===== src/rtl/phy_ctrl_regs.svh =====
// Register offsets, field positions, reset values and timing counts for the PHY control bank
`ifndef PHY_CTRL_REGS_SVH
`define PHY_CTRL_REGS_SVH

// ****************************************************************
// Register byte offsets
// ****************************************************************
`define OFS_LOOP_LATENCY 8'hE4
`define OFS_PAD_IMPEDANCE 8'hF0
`define OFS_CAL_RESULT 8'hF4
`define OFS_CAL_GATE 8'hF8
`define OFS_REFRESH_CTRL 8'hFC

// ****************************************************************
// Field positions
// ****************************************************************
`define BIT_LOOP_RESET 5
`define BIT_LOOP_PWRDN 4
`define BIT_LAT_RSVD_ONE 3
`define LAT_MSB 2
`define BIT_CAL_START 15
`define BIT_CAL_ENABLE 13
`define P_MSB 9
`define P_LSB 5
`define N_MSB 4
`define N_LSB 0
`define BIT_GATE_EN 0
`define BIT_SELF_REFRESH 0
`define BIT_CLOCK_STOP 1

// ****************************************************************
// Reset values and timing
// ****************************************************************
`define LOOP_UPPER_RST 16'h5000
`define LOOP_MID_RST 10'h190
`define LAT_RST 3'h6
`define N_CODE_RST 5'h1F
`define CAL_TIME_NS 1000
`define CLK_PERIOD_NS 4

`endif


===== src/rtl/phy_ctrl_pkg.sv =====
// Types shared by the PHY control bank
package phy_ctrl_pkg;
  typedef enum logic [1:0] {
    CAL_IDLE,
    CAL_RUN,
    CAL_DONE
  } cal_state_t;
endpackage


===== src/rtl/ddr_phy_dll_impedance_ctrl.sv =====
// PHY loop, read latency and pad impedance control bank on AXI4-Lite
// Contract
// - Loop held in reset while control bit 5 is one
// - Loop powered down only with bit 4, self refresh and clock stop
// - Read capture delayed by 3-bit latency plus one memory clock cycles
// - Calibration starts only on rising edge of bit 15
// - Calibration function enabled by bit 13
// - P code bits 9-5 and N code bits 4-0 drive pads
// - Result register shows measured P and N codes, upper bits zero
// - Result access allowed only while gate bit 0 is one
`include "phy_ctrl_regs.svh"

module ddr_phy_dll_impedance_ctrl #(
  parameter int ADDR_W = 8,
  parameter int CAL_CYCLES_P = (`CAL_TIME_NS + `CLK_PERIOD_NS - 1) / `CLK_PERIOD_NS
) (
  input wire logic ref_clk,
  input wire logic rst_n,
  input wire logic [ADDR_W-1:0] s_axi_awaddr,
  input wire logic [2:0] s_axi_awprot,
  input wire logic s_axi_awvalid,
  output logic s_axi_awready,
  input wire logic [31:0] s_axi_wdata,
  input wire logic [3:0] s_axi_wstrb,
  input wire logic s_axi_wvalid,
  output logic s_axi_wready,
  output logic [1:0] s_axi_bresp,
  output logic s_axi_bvalid,
  input wire logic s_axi_bready,
  input wire logic [ADDR_W-1:0] s_axi_araddr,
  input wire logic [2:0] s_axi_arprot,
  input wire logic s_axi_arvalid,
  output logic s_axi_arready,
  output logic [31:0] s_axi_rdata,
  output logic [1:0] s_axi_rresp,
  output logic s_axi_rvalid,
  input wire logic s_axi_rready,
  input wire logic read_issue,
  output logic read_capture,
  input wire logic [4:0] measured_p_code,
  input wire logic [4:0] measured_n_code,
  output logic loop_reset,
  output logic loop_power_down,
  output logic impedance_calibration_enable,
  output logic calibration_busy,
  output logic [4:0] p_channel_code,
  output logic [4:0] n_channel_code
);

  // ****************************************************************
  // Elaboration checks
  // ****************************************************************
  if (ADDR_W < 8) begin
    $error("ADDR_W must be at least 8");
  end
  if (CAL_CYCLES_P < 1 || CAL_CYCLES_P > 65535) begin
    $error("CAL_CYCLES_P out of range");
  end

  // ****************************************************************
  // Decode helpers
  // ****************************************************************
  // Word-aligned match of a bus address against a register offset
  function automatic logic hit(input logic [ADDR_W-1:0] addr, input logic [7:0] ofs);
    logic [ADDR_W-1:0] ofs_w;
    ofs_w = ADDR_W'(ofs);
    hit = (addr[ADDR_W-1:2] == ofs_w[ADDR_W-1:2]);
  endfunction

  // Merge write data into a stored word honouring byte strobes
  function automatic logic [31:0] merge(input logic [31:0] old, input logic [31:0] data,
                                        input logic [3:0] strb);
    logic [31:0] res;
    res = old;
    for (int i = 0; i < 4; i++) begin
      if (strb[i]) res[i*8 +: 8] = data[i*8 +: 8];
    end
    merge = res;
  endfunction

  // ****************************************************************
  // Stored registers
  // ****************************************************************
  logic [15:0] loop_upper;
  logic [9:0] loop_mid;
  logic loop_reset_bit;
  logic loop_pwrdn_bit;
  logic [2:0] read_latency;
  logic cal_start_bit;
  logic cal_enable_bit;
  logic [4:0] p_code;
  logic [4:0] n_code;
  logic gate_en;
  logic self_refresh_request;
  logic memory_clock_stop_enable;
  logic [4:0] result_p;
  logic [4:0] result_n;
  phy_ctrl_pkg::cal_state_t cal_state;
  logic [15:0] cal_count;

  // ****************************************************************
  // Write channel: address and data accepted in either order
  // ****************************************************************
  logic aw_held;
  logic w_held;
  logic [ADDR_W-1:0] aw_addr;
  logic [31:0] w_data;
  logic [3:0] w_strb;

  wire aw_take = s_axi_awvalid && s_axi_awready;
  wire w_take = s_axi_wvalid && s_axi_wready;
  wire have_aw = aw_held || aw_take;
  wire have_w = w_held || w_take;
  wire do_write = have_aw && have_w && !s_axi_bvalid;
  wire [ADDR_W-1:0] wr_addr = aw_held ? aw_addr : s_axi_awaddr;
  wire [31:0] wr_data = w_held ? w_data : s_axi_wdata;
  wire [3:0] wr_strb = w_held ? w_strb : s_axi_wstrb;

  // Address decode for writes
  wire wr_loop = do_write && hit(wr_addr, `OFS_LOOP_LATENCY);
  wire wr_pad = do_write && hit(wr_addr, `OFS_PAD_IMPEDANCE);
  wire wr_result = do_write && hit(wr_addr, `OFS_CAL_RESULT);
  wire wr_gate = do_write && hit(wr_addr, `OFS_CAL_GATE);
  wire wr_refresh = do_write && hit(wr_addr, `OFS_REFRESH_CTRL);
  wire wr_known = wr_loop || wr_pad || wr_result || wr_gate || wr_refresh;
  // Gated result access answers SLVERR so software sees the block
  wire wr_ok = wr_loop || wr_pad || wr_gate || wr_refresh || (wr_result && gate_en);

  // Current register images, used for read-back and, all but the result word, for strobe merge
  wire [31:0] loop_word = {loop_upper, loop_mid, loop_reset_bit, loop_pwrdn_bit, 1'b1,
                           read_latency};
  wire [31:0] pad_word = {16'h0000, cal_start_bit, 1'b0, cal_enable_bit, 3'h0, p_code, n_code};
  wire [31:0] result_word = {22'h000000, result_p, result_n};
  wire [31:0] gate_word = {31'h00000000, gate_en};
  wire [31:0] refresh_word = {30'h00000000, memory_clock_stop_enable, self_refresh_request};

  wire [31:0] loop_next = merge(loop_word, wr_data, wr_strb);
  wire [31:0] pad_next = merge(pad_word, wr_data, wr_strb);
  wire [31:0] gate_next = merge(gate_word, wr_data, wr_strb);
  wire [31:0] refresh_next = merge(refresh_word, wr_data, wr_strb);

  // Handshake state: ready drops once an item is held
  always_ff @(posedge ref_clk or negedge rst_n) begin
    if (!rst_n) begin
      aw_held <= 1'b0;
      w_held <= 1'b0;
      aw_addr <= '0;
      w_data <= 32'h00000000;
      w_strb <= 4'h0;
      s_axi_awready <= 1'b0;
      s_axi_wready <= 1'b0;
      s_axi_bvalid <= 1'b0;
      s_axi_bresp <= 2'h0;
    end else begin
      aw_held <= have_aw && !do_write;
      w_held <= have_w && !do_write;
      if (aw_take) aw_addr <= s_axi_awaddr;
      if (w_take) begin
        w_data <= s_axi_wdata;
        w_strb <= s_axi_wstrb;
      end
      s_axi_awready <= !(have_aw && !do_write) && !do_write && !s_axi_bvalid && !aw_take;
      s_axi_wready <= !(have_w && !do_write) && !do_write && !s_axi_bvalid && !w_take;
      if (do_write) begin
        s_axi_bvalid <= 1'b1;
        s_axi_bresp <= wr_ok ? 2'h0 : (wr_known ? 2'h2 : 2'h3);
      end else if (s_axi_bready) begin
        s_axi_bvalid <= 1'b0;
      end
    end
  end

  // ****************************************************************
  // Control register updates
  // ****************************************************************
  // Loop control word; reserved fields 31-6 stored as written for read-back, reserved bit 3 always reads one
  always_ff @(posedge ref_clk or negedge rst_n) begin
    if (!rst_n) begin
      loop_upper <= `LOOP_UPPER_RST;
      loop_mid <= `LOOP_MID_RST;
      loop_reset_bit <= 1'b1;
      loop_pwrdn_bit <= 1'b0;
      read_latency <= `LAT_RST;
    end else if (wr_loop) begin
      loop_upper <= loop_next[31:16];
      loop_mid <= loop_next[15:6];
      loop_reset_bit <= loop_next[`BIT_LOOP_RESET];
      loop_pwrdn_bit <= loop_next[`BIT_LOOP_PWRDN];
      read_latency <= loop_next[`LAT_MSB:0];
    end
  end

  // Pad impedance control; reserved bits 14, 12-10 never stored
  always_ff @(posedge ref_clk or negedge rst_n) begin
    if (!rst_n) begin
      cal_start_bit <= 1'b0;
      cal_enable_bit <= 1'b0;
      p_code <= 5'h00;
      n_code <= `N_CODE_RST;
    end else if (wr_pad) begin
      cal_start_bit <= pad_next[`BIT_CAL_START];
      cal_enable_bit <= pad_next[`BIT_CAL_ENABLE];
      p_code <= pad_next[`P_MSB:`P_LSB];
      n_code <= pad_next[`N_MSB:`N_LSB];
    end
  end

  // Result gate and refresh-control copies of the power-down qualifiers
  always_ff @(posedge ref_clk or negedge rst_n) begin
    if (!rst_n) begin
      gate_en <= 1'b0;
      self_refresh_request <= 1'b0;
      memory_clock_stop_enable <= 1'b0;
    end else begin
      if (wr_gate) gate_en <= gate_next[`BIT_GATE_EN];
      if (wr_refresh) begin
        self_refresh_request <= refresh_next[`BIT_SELF_REFRESH];
        memory_clock_stop_enable <= refresh_next[`BIT_CLOCK_STOP];
      end
    end
  end

  // ****************************************************************
  // Calibration sequencer
  // ****************************************************************
  // Rising edge of the start bit, only when a write sets it from zero
  wire cal_trigger = wr_pad && !cal_start_bit && pad_next[`BIT_CAL_START];
  wire cal_go = cal_trigger && cal_enable_bit;

  // Fixed settle time stands in for the analog loop; result latched at the end
  always_ff @(posedge ref_clk or negedge rst_n) begin
    if (!rst_n) begin
      cal_state <= phy_ctrl_pkg::CAL_IDLE;
      cal_count <= 16'h0000;
      result_p <= 5'h00;
      result_n <= 5'h00;
    end else begin
      case (cal_state)
        phy_ctrl_pkg::CAL_IDLE: begin
          if (cal_go) begin
            cal_state <= phy_ctrl_pkg::CAL_RUN;
            cal_count <= 16'(CAL_CYCLES_P - 1);
          end
        end
        phy_ctrl_pkg::CAL_RUN: begin
          if (!cal_enable_bit) begin
            cal_state <= phy_ctrl_pkg::CAL_IDLE;
          end else if (cal_count == 16'h0000) begin
            cal_state <= phy_ctrl_pkg::CAL_DONE;
            result_p <= measured_p_code;
            result_n <= measured_n_code;
          end else begin
            cal_count <= cal_count - 16'h0001;
          end
        end
        phy_ctrl_pkg::CAL_DONE: begin
          if (cal_go) begin
            cal_state <= phy_ctrl_pkg::CAL_RUN;
            cal_count <= 16'(CAL_CYCLES_P - 1);
          end
        end
        default: cal_state <= phy_ctrl_pkg::CAL_IDLE;
      endcase
    end
  end

  // ****************************************************************
  // Read channel
  // ****************************************************************
  wire rd_take = s_axi_arvalid && s_axi_arready;
  wire rd_loop = hit(s_axi_araddr, `OFS_LOOP_LATENCY);
  wire rd_pad = hit(s_axi_araddr, `OFS_PAD_IMPEDANCE);
  wire rd_result = hit(s_axi_araddr, `OFS_CAL_RESULT);
  wire rd_gate = hit(s_axi_araddr, `OFS_CAL_GATE);
  wire rd_refresh = hit(s_axi_araddr, `OFS_REFRESH_CTRL);
  // Closed gate reads zero with SLVERR
  wire [31:0] rd_word = rd_loop ? loop_word :
                        rd_pad ? pad_word :
                        (rd_result && gate_en) ? result_word :
                        rd_gate ? gate_word :
                        rd_refresh ? refresh_word : 32'h00000000;
  wire [1:0] rd_resp = (rd_result && !gate_en) ? 2'h2 :
                       (rd_loop || rd_pad || rd_result || rd_gate || rd_refresh) ? 2'h0 : 2'h3;

  // One read outstanding; arready low while data waits
  always_ff @(posedge ref_clk or negedge rst_n) begin
    if (!rst_n) begin
      s_axi_arready <= 1'b0;
      s_axi_rvalid <= 1'b0;
      s_axi_rdata <= 32'h00000000;
      s_axi_rresp <= 2'h0;
    end else begin
      s_axi_arready <= !s_axi_rvalid && !rd_take;
      if (rd_take) begin
        s_axi_rvalid <= 1'b1;
        s_axi_rdata <= rd_word;
        s_axi_rresp <= rd_resp;
      end else if (s_axi_rready) begin
        s_axi_rvalid <= 1'b0;
      end
    end
  end

  // ****************************************************************
  // PHY-facing outputs, all registered
  // ****************************************************************
  wire next_power_down = loop_pwrdn_bit && self_refresh_request && memory_clock_stop_enable;

  always_ff @(posedge ref_clk or negedge rst_n) begin
    if (!rst_n) begin
      loop_reset <= 1'b1;
      loop_power_down <= 1'b0;
      impedance_calibration_enable <= 1'b0;
      calibration_busy <= 1'b0;
      p_channel_code <= 5'h00;
      n_channel_code <= `N_CODE_RST;
    end else begin
      loop_reset <= loop_reset_bit;
      loop_power_down <= next_power_down;
      impedance_calibration_enable <= cal_enable_bit;
      calibration_busy <= (cal_state == phy_ctrl_pkg::CAL_RUN);
      p_channel_code <= p_code;
      n_channel_code <= n_code;
    end
  end

  // Read return capture aligned by the programmed latency
  read_capture_delay #(
    .MAX_LAT(8)
  ) u_capture (
    .ref_clk(ref_clk),
    .rst_n(rst_n),
    .latency(read_latency),
    .read_issue(read_issue),
    .read_capture(read_capture)
  );

endmodule


===== src/rtl/read_capture_delay.sv =====
// Delay line that aligns the read capture strobe by a programmable latency
module read_capture_delay #(
  parameter int MAX_LAT = 8
) (
  input wire logic ref_clk,
  input wire logic rst_n,
  input wire logic [2:0] latency,
  input wire logic read_issue,
  output logic read_capture
);
  logic [MAX_LAT-1:0] pipe;
  logic [MAX_LAT-1:0] next_pipe;

  // Elaboration check: a 3-bit latency indexes exactly eight stages
  if (MAX_LAT != 8) begin
    $error("MAX_LAT must be 8 for a 3-bit latency");
  end

  // Shift in the issue strobe, one stage per memory clock
  assign next_pipe = {pipe[MAX_LAT-2:0], read_issue};

  // Stage holding issue delayed latency cycles
  always_ff @(posedge ref_clk or negedge rst_n) begin
    if (!rst_n) begin
      pipe <= '0;
      read_capture <= 1'b0;
    end else begin
      pipe <= next_pipe;
      read_capture <= next_pipe[latency];
    end
  end
endmodule


===== config.mk =====
export PLATFORM = sky130hd
export DESIGN_NAME = ddr_phy_dll_impedance_ctrl
export DESIGN_NICKNAME = d
export VERILOG_FILES = /design/src/rtl/phy_ctrl_pkg.sv /design/src/rtl/ddr_phy_dll_impedance_ctrl.sv /design/src/rtl/read_capture_delay.sv
export VERILOG_INCLUDE_DIRS = /design/src /design/src/rtl
export SDC_FILE = /design/constraint.sdc
export NUM_CORES = 1
export LEC_CHECK = 0
export ABC_CLOCK_PERIOD_IN_PS = 2500
export BUFFER_PORTS_ARGS = -buffer_cell sky130_fd_sc_hd__buf_2
export CAP_MARGIN = 25
export CORE_MARGIN = 2
export CORE_UTILIZATION = 35
export CTS_BUF_LIST = sky130_fd_sc_hd__clkbuf_16
export CTS_CLUSTER_SIZE = 30
export DETAILED_ROUTE_END_ITERATION = 8
export HOLD_SLACK_MARGIN = 0.05
export PLACE_DENSITY = 0.51
export SLEW_MARGIN = 10
export SYNTH_ARGS = -nofsm -noshare
export SYNTH_HDL_FRONTEND = slang
export SYNTH_HIERARCHICAL = 1
export SYNTH_SLANG_ARGS = --single-unit

===== constraint.sdc =====
create_clock -name ref_clk -period 2.5 [get_ports ref_clk]
set_input_delay 0.25 -clock ref_clk [delete_from_list [all_inputs] [get_ports ref_clk]]
set_output_delay 0.25 -clock ref_clk [all_outputs]
set_load 0.05 [all_outputs]

Yosys cells after proc, flatten, opt, wreduce, memory -nomap -nowiden. Cells that the tools add are included.

Register bits: 183. Input port bits: 76. Output and inout bits: 56. Logic and storage cells: 152.

Add/subtract/negate cells: 1. Order comparisons: 1. Equal/unequal tests: 16. Muxes and demuxes: 27. Reduce and logical (&&, ||, !) cells: 67.

Operators by type and width (count): $mux W16 (4); $mux W32 (2); $eq A6 B6 Y1 const B (10); $pmux W16 S2 (1); $logic_and A1 B1 Y1 (27); $reduce_and A2 Y1 (9); $logic_not A16 Y1 (1); $mux W2 (8); $mux W8 (2); $sub A16 B1 Y16 const B (1); $logic_or A1 B1 Y1 (13); $logic_not A1 Y1 (10); $mux W10 (1); $mux W1 (6); $reduce_bool A2 Y1 (3); $lt A3 B4 Y1 const B (1); $mux W4 (1); $ne A2 B2 Y1 const B (2); $pmux W2 S2 (1); $reduce_and A4 Y1 (1); $bmux W1 S3 (1); $ne A3 B3 Y1 const B (1); $reduce_and A3 Y1 (1); $eq A2 B1 Y1 const B (1); other kinds (4) (4).

Logic depth before layout (Yosys ltp).
Word-level depth: 11. Mapped depth: 8. Depth with buffers taken out: 7.

By module. Netlist, hierarchy kept.

By module, submodules not included: ddr_phy_dll_impedance_ctrl (times used 1, cells an instance 609, area each 7362.1 µm², sequential area each 4352.9 µm²); read_capture_delay (times used 1, cells an instance 11, area each 264.0 µm², sequential area each 200.2 µm²).

Worst setup path before layout. Ideal clock, no wire load.

Kind: reg2reg. Start point: register s_axi_wready. End point: register memory_clock_stop_enable. Setup time: 0.125 ns. Data arrival time: 1.992 ns. Data required time: 2.375 ns. Setup slack: 0.383 ns. Cell stages (with the launch flop): 6. Path buffers: 0. Period minus slack after synthesis: 2.117 ns. Cells stage by stage: dfrtp_1 > nand4b_1 > a211oi_1 > nand3_1 > or3b_2 > mux2_2.

Longest elaborated chain between the ends: 6.

RTL lines: from (decl) (RTL line ddr_phy_dll_impedance_ctrl.sv:26) `output logic s_axi_wready,`; from (signal assigned) (RTL line ddr_phy_dll_impedance_ctrl.sv:163) `s_axi_wready <= !(have_w && !do_write) && !do_write && !s_axi_bvalid && !w_take;`; $logic_and A1 B1 Y1 (RTL line ddr_phy_dll_impedance_ctrl.sv:111) `wire w_take = s_axi_wvalid && s_axi_wready;`; $logic_or A1 B1 Y1 (RTL line ddr_phy_dll_impedance_ctrl.sv:113) `wire have_w = w_held || w_take;`; $logic_and A1 B1 Y1 (2 in a row) (RTL line ddr_phy_dll_impedance_ctrl.sv:114) `wire do_write = have_aw && have_w && !s_axi_bvalid;`; $logic_and A1 B1 Y1 (RTL line ddr_phy_dll_impedance_ctrl.sv:124) `` wire wr_refresh = do_write && hit(wr_addr, `OFS_REFRESH_CTRL); ``; $reduce_and A2 Y1 (no line); to (signal assigned) (RTL line ddr_phy_dll_impedance_ctrl.sv:218) `` memory_clock_stop_enable <= refresh_next[`BIT_CLOCK_STOP]; ``; to (decl) (RTL line ddr_phy_dll_impedance_ctrl.sv:95) `logic memory_clock_stop_enable;`.

Every way passes these cells. A chain may end at the register's enable or synchronous reset.

Worst setup path in the final report.
Start point: register aw_held. End point: register cal_count[0].

Longest elaborated chain between the ends: 9. Elaborated cells between the ends (all ways): 11. Classes of those cells: 2 x eq/ne; 1 x mux; 8 x reduce/logical.

RTL lines: from (decl) (RTL line ddr_phy_dll_impedance_ctrl.sv:104) `logic aw_held;`; from (signal assigned) (RTL line ddr_phy_dll_impedance_ctrl.sv:155) `aw_held <= have_aw && !do_write;`; branches (longest 3 deep; another with $mux W8); $logic_and A1 B1 Y1 (*) (RTL line ddr_phy_dll_impedance_ctrl.sv:121) `` wire wr_pad = do_write && hit(wr_addr, `OFS_PAD_IMPEDANCE); ``; $logic_and A1 B1 Y1 (*) (2 in a row) (RTL line ddr_phy_dll_impedance_ctrl.sv:227) `` wire cal_trigger = wr_pad && !cal_start_bit && pad_next[`BIT_CAL_START]; ``; $logic_and A1 B1 Y1 (*) (RTL line ddr_phy_dll_impedance_ctrl.sv:228) `wire cal_go = cal_trigger && cal_enable_bit;`; $ne A2 B1 Y1 (no line) (*); $reduce_and A4 Y1 (no line) (*); to (signal assigned) (RTL line ddr_phy_dll_impedance_ctrl.sv:242) `cal_count <= 16'(CAL_CYCLES_P - 1);`; to (signal assigned) (RTL line ddr_phy_dll_impedance_ctrl.sv:253) `cal_count <= cal_count - 16'h0001;`; to (signal assigned) (RTL line ddr_phy_dll_impedance_ctrl.sv:259) `cal_count <= 16'(CAL_CYCLES_P - 1);`; to (decl) (RTL line ddr_phy_dll_impedance_ctrl.sv:99) `logic [15:0] cal_count;`.

Mark *: on every way between the ends.

==> impl_results.md <==
* Post-Synthesis Cells at 620
* Maximum VDD drop at 0.614 mV
* Die ar. at 23000 µm²
* Avg Inst Size Synth at 12.3 µm²
* Tmin final at 2.35 ns
* Estimated wirelength of the detail-placed design at 12.8 mm
* Hold Fails Final Rpt at 0
* Root Driver: sky130_fd_sc_hd__clkbuf_16
* Type of the setup path with the least slack: reg -> reg
* Number of H-tree levels at 4
* Final clock period utilization by the worst path at between 90% and 100%
* Clock skew after layout at 0.0153 ns
* Terminating pin of the worst hold path: w_data[24]
* Effective utilization at floorplan at 35.3%
* Ys Warns at 6
* Routed length per instance at 16.7 µm
* Leakage at approximately 0.0043 µW
* Buffers inserted by post-CTS timing repair at 0
* Synthesized netlist net count at 698
* Total setup violations reported at the end of the flow at 0
* Area share of and/or/nand/nor cells after synthesis at 11.2%
* Fmax at 426 MHz
* Port Buf Inserts at 121
* Arrival time reported for the critical path endpoint at 2.69 ns
* Slew Limit Fails at 0
* Areal power density over the cells at 933 nW/µm²
* Kind of start point of the critical path: flop
* Global-route wire length before repair at around 28 mm
* Setup TNS at 0 ns
* Flop-to-flop setup slack at 0.15 ns
* Via density per instance at 4.91
* Leftover overflow at the end of global routing at 0
* First-iteration detailed-routing DRC count at around 260
* Reported max-cap violation count at 0
* Number of enable-type register cells in the synthesized netlist at 0
* Number of stages on the worst hold path at 2
* Vias after detailed routing at 5254
* Number of buffers between clock root and the deepest sink at 2
* Die span in y at 152 µm
* Relative area change from synthesis to final layout at 25.0%
* Main combinational cell family by area after synthesis: multiplexers
* Antenna violations before repair at 1
* Worst flop-to-flop path endpoint: cal_count[0]
* Main flop type after synthesis: sky130_fd_sc_hd__dfrtp_1
* Total wire length after detailed routing at 17.9 mm
* Standard cell with the maximum stage delay on the critical path: sky130_fd_sc_hd__dfrtp_1
* Seq/Total Area, Yosys at 59.7%
* R2R Path Start: aw_held
* Worst-path maximum fanout at 12
* Netlist area before placement at 7630 µm²
* Final RePlAce weighted congestion at 0.798
* Count of filler cells inserted in the layout at 2073
* Xor/xnor cell area share of the yosys netlist at 1.03%
* Clock-pin slew of the registers on the worst-case setup and hold paths at 0.07 ns
* Clock Sink Count at 181
* Via count of the first global-routing pass at 5305
* Worst path cell trace: buf_4 -> or3_1 -> a222oi_1 -> buf_4 -> and4_1 -> buf_4 -> nor3_1 -> a21oi_1
* Tot Pwr at 8890 µW
* Setup repair after global routing missed its margin: no
* Synth Register Bits at about 180
* Post-route design area at 9530 µm²
* FF-to-FF path depth at 8
* Crit path largest cell delay at 0.48 ns
* Req. time, crit path at 2.84 ns
* Kind of end point of the critical path: flop
* Largest net degree at the start of global routing at 66
* Async SR Flop Fraction at 100%
* Core outline area at 21600 µm²
* Relative slew slack at between 50% and 60%
* Placed instance area at about 8700 µm²
* Post-Synth Adder-Cell Area at less than 1%
* Transition at the pin with the smallest max-transition slack at 0.622 ns
* Result of the run: complete, no violations
* Die X-Extent at roughly 150 µm
* Count of boundary I/O pins at approximately 130
* Std cell rows at between 50 and 60
* Number of buffers created by CTS at 17
* Skew-Pair Late Insertion Delay at 0.44 ns
* CTS-repair resized insts at 0
* TritonCTS clock tree: done
* Number of distinct library cell variants in the gate-level netlist after synthesis at 49
* Leading cell types in the layout, fill and taps excluded: sky130_fd_sc_hd__dfrtp_1, sky130_fd_sc_hd__buf_2, sky130_fd_sc_hd__mux2_2, sky130_fd_sc_hd__nand2_1, sky130_fd_sc_hd__o21ai_0
* Total iterations of the first detailed-routing run at 6
* Post-CTS Hold Fix Bufs at 19
* Most common library cell in the layout ignoring fill and taps: sky130_fd_sc_hd__dfrtp_1
* Antenna violation net count after detailed routing at 0
* Worst min-delay path startpoint: s_axi_wdata[24]
* Total DRC errors in the routed layout at 0
* Nets at 855
* Class of the tightest hold or removal check: in -> reg
* Proportion of synthesized area in mux cells at between 10% and 20%
* All-layer global routing usage at 16.3%
* Layout cells sized above 1 at 37.7%
* Most common cell on crit path: sky130_fd_sc_hd__buf_4
* Synth Area in Compound Gates at between 8 and 9%
-- cell type report --
cell class | instances | area [µm²] | area share (%)
flip-flops and latches | 181 | 4550 | 47.8
multi-input cells | 405 | 2950 | 30.9
repair buffers | 166 | 1040 | 10.9
clock buffers | 17 | 425 | 4.46
well taps | 280 | 350 | 3.67
clock inverters | 15 | 191 | 2.01
inverters | 6 | 22.5 | 0.236
diodes | 1 | 2.50 | 0.0262
-- kinds of logic after synthesis --
logic type      count (synthesis)
fa+ha+maj                       2
compound gates                105
simple gates                  171
flops                         181
mux                           118
xor+xnor                        9
buf+inv                        34
-- cell usage after synthesis, types with 2 or more instances --
library cell,instances,area (µm²)
sky130_fd_sc_hd__buf_1,2,7.51
sky130_fd_sc_hd__nand4_1,11,68.8
sky130_fd_sc_hd__or3_1,3,18.8
sky130_fd_sc_hd__clkbuf_1,18,67.6
sky130_fd_sc_hd__inv_1,6,22.5
sky130_fd_sc_hd__nand2_1,84,315
sky130_fd_sc_hd__o21a_1,2,15.0
sky130_fd_sc_hd__and3_1,2,12.5
sky130_fd_sc_hd__or2_2,2,12.5
sky130_fd_sc_hd__mux4_1,2,52.6
sky130_fd_sc_hd__o211ai_1,3,22.5
sky130_fd_sc_hd__dfrtp_1,162,4050
sky130_fd_sc_hd__a2bb2oi_1,3,26.3
sky130_fd_sc_hd__nand3_1,12,60.1
sky130_fd_sc_hd__nand3b_1,7,52.6
sky130_fd_sc_hd__xor2_1,9,78.8
sky130_fd_sc_hd__nor2_1,15,56.3
sky130_fd_sc_hd__nor2b_1,9,56.3
sky130_fd_sc_hd__dfstp_2,19,499
sky130_fd_sc_hd__a31oi_1,3,18.8
sky130_fd_sc_hd__nor3_1,9,45.0
sky130_fd_sc_hd__and4_1,2,17.5
sky130_fd_sc_hd__o21ai_0,64,320
sky130_fd_sc_hd__a222oi_1,8,80.1
sky130_fd_sc_hd__mux2_2,90,1010
sky130_fd_sc_hd__mux2i_1,26,260
sky130_fd_sc_hd__ha_1,2,25.0
sky130_fd_sc_hd__buf_2,8,40.0
sky130_fd_sc_hd__a21oi_1,9,45.0
sky130_fd_sc_hd__or3b_2,4,35.0
sky130_fd_sc_hd__a22oi_1,4,30.0
sky130_fd_sc_hd__nand4b_1,3,26.3
-- metal layers --
layer  vias to the layer above  routed length (µm)  global-route usage (%)
met5                         -                   0                       0
met3                        12                 752                    3.92
met2                       111                8700                    26.2
li1                       2536                   -                       -
met4                         0                 173                    4.58
met1                      2595                8230                    22.2
-- sequential cells by signal, summed over array words and instances (netlist names), 3 cells and up --
name            count
p_channel_code      5
n_channel_code      5
s_axi_rdata        32
cal_count          16
n_code              5
aw_addr             6
u_capture/pipe      7
result_p            5
read_latency        3
w_strb              4
loop_upper         16
result_n            5
p_code              5
loop_mid           10
w_data             32
-- critical path, delay by kind of cell (launching register included) --
kind                   cells  cell delay (ns)
AOI/OAI and AO/OA          2             0.55
buffers and inverters      3             0.59
DFF                        1             0.48
and+or+nand+nor            3             0.66
-- report_power, final --
group / switching, µW / leakage, µW / internal (µW)
sequential: 366 / 0.00223 / 3580
clock: 1130 / 0.000303 / 1670
combinational: 1170 / 0.00179 / 974
-- per-stage QoR --
step                      worst slack, ns  cells  utilization (%)  hold slack (ns)
final                               0.154   1071             44.1           0.0614
after global routing              0.00493   1070             44.1           0.0519
after CTS                           0.136   1068             44.0           0.0504
after detailed placement            0.163   1017             40.3            0.299
after global placement              0.182   1017             40.3            0.290
after floorplan                     0.383    620                -          -0.0456
-- how the worst max path moves through the flow --
stage	cells past startpoint	to	slack, ns	from
2_1_floorplan	5	memory_clock_stop_enable	0.38	s_axi_wready
3_5_place_dp	8	cal_count[0]	0.16	aw_held
5_1_grt	8	cal_count[0]	0.005	aw_held
3_3_place_gp	7	cal_count[1]	0.18	aw_held
6_report	8	cal_count[0]	0.15	aw_held
4_1_cts	8	cal_count[0]	0.14	aw_held
No activity file was read; power rests on OpenSTA's default activity.
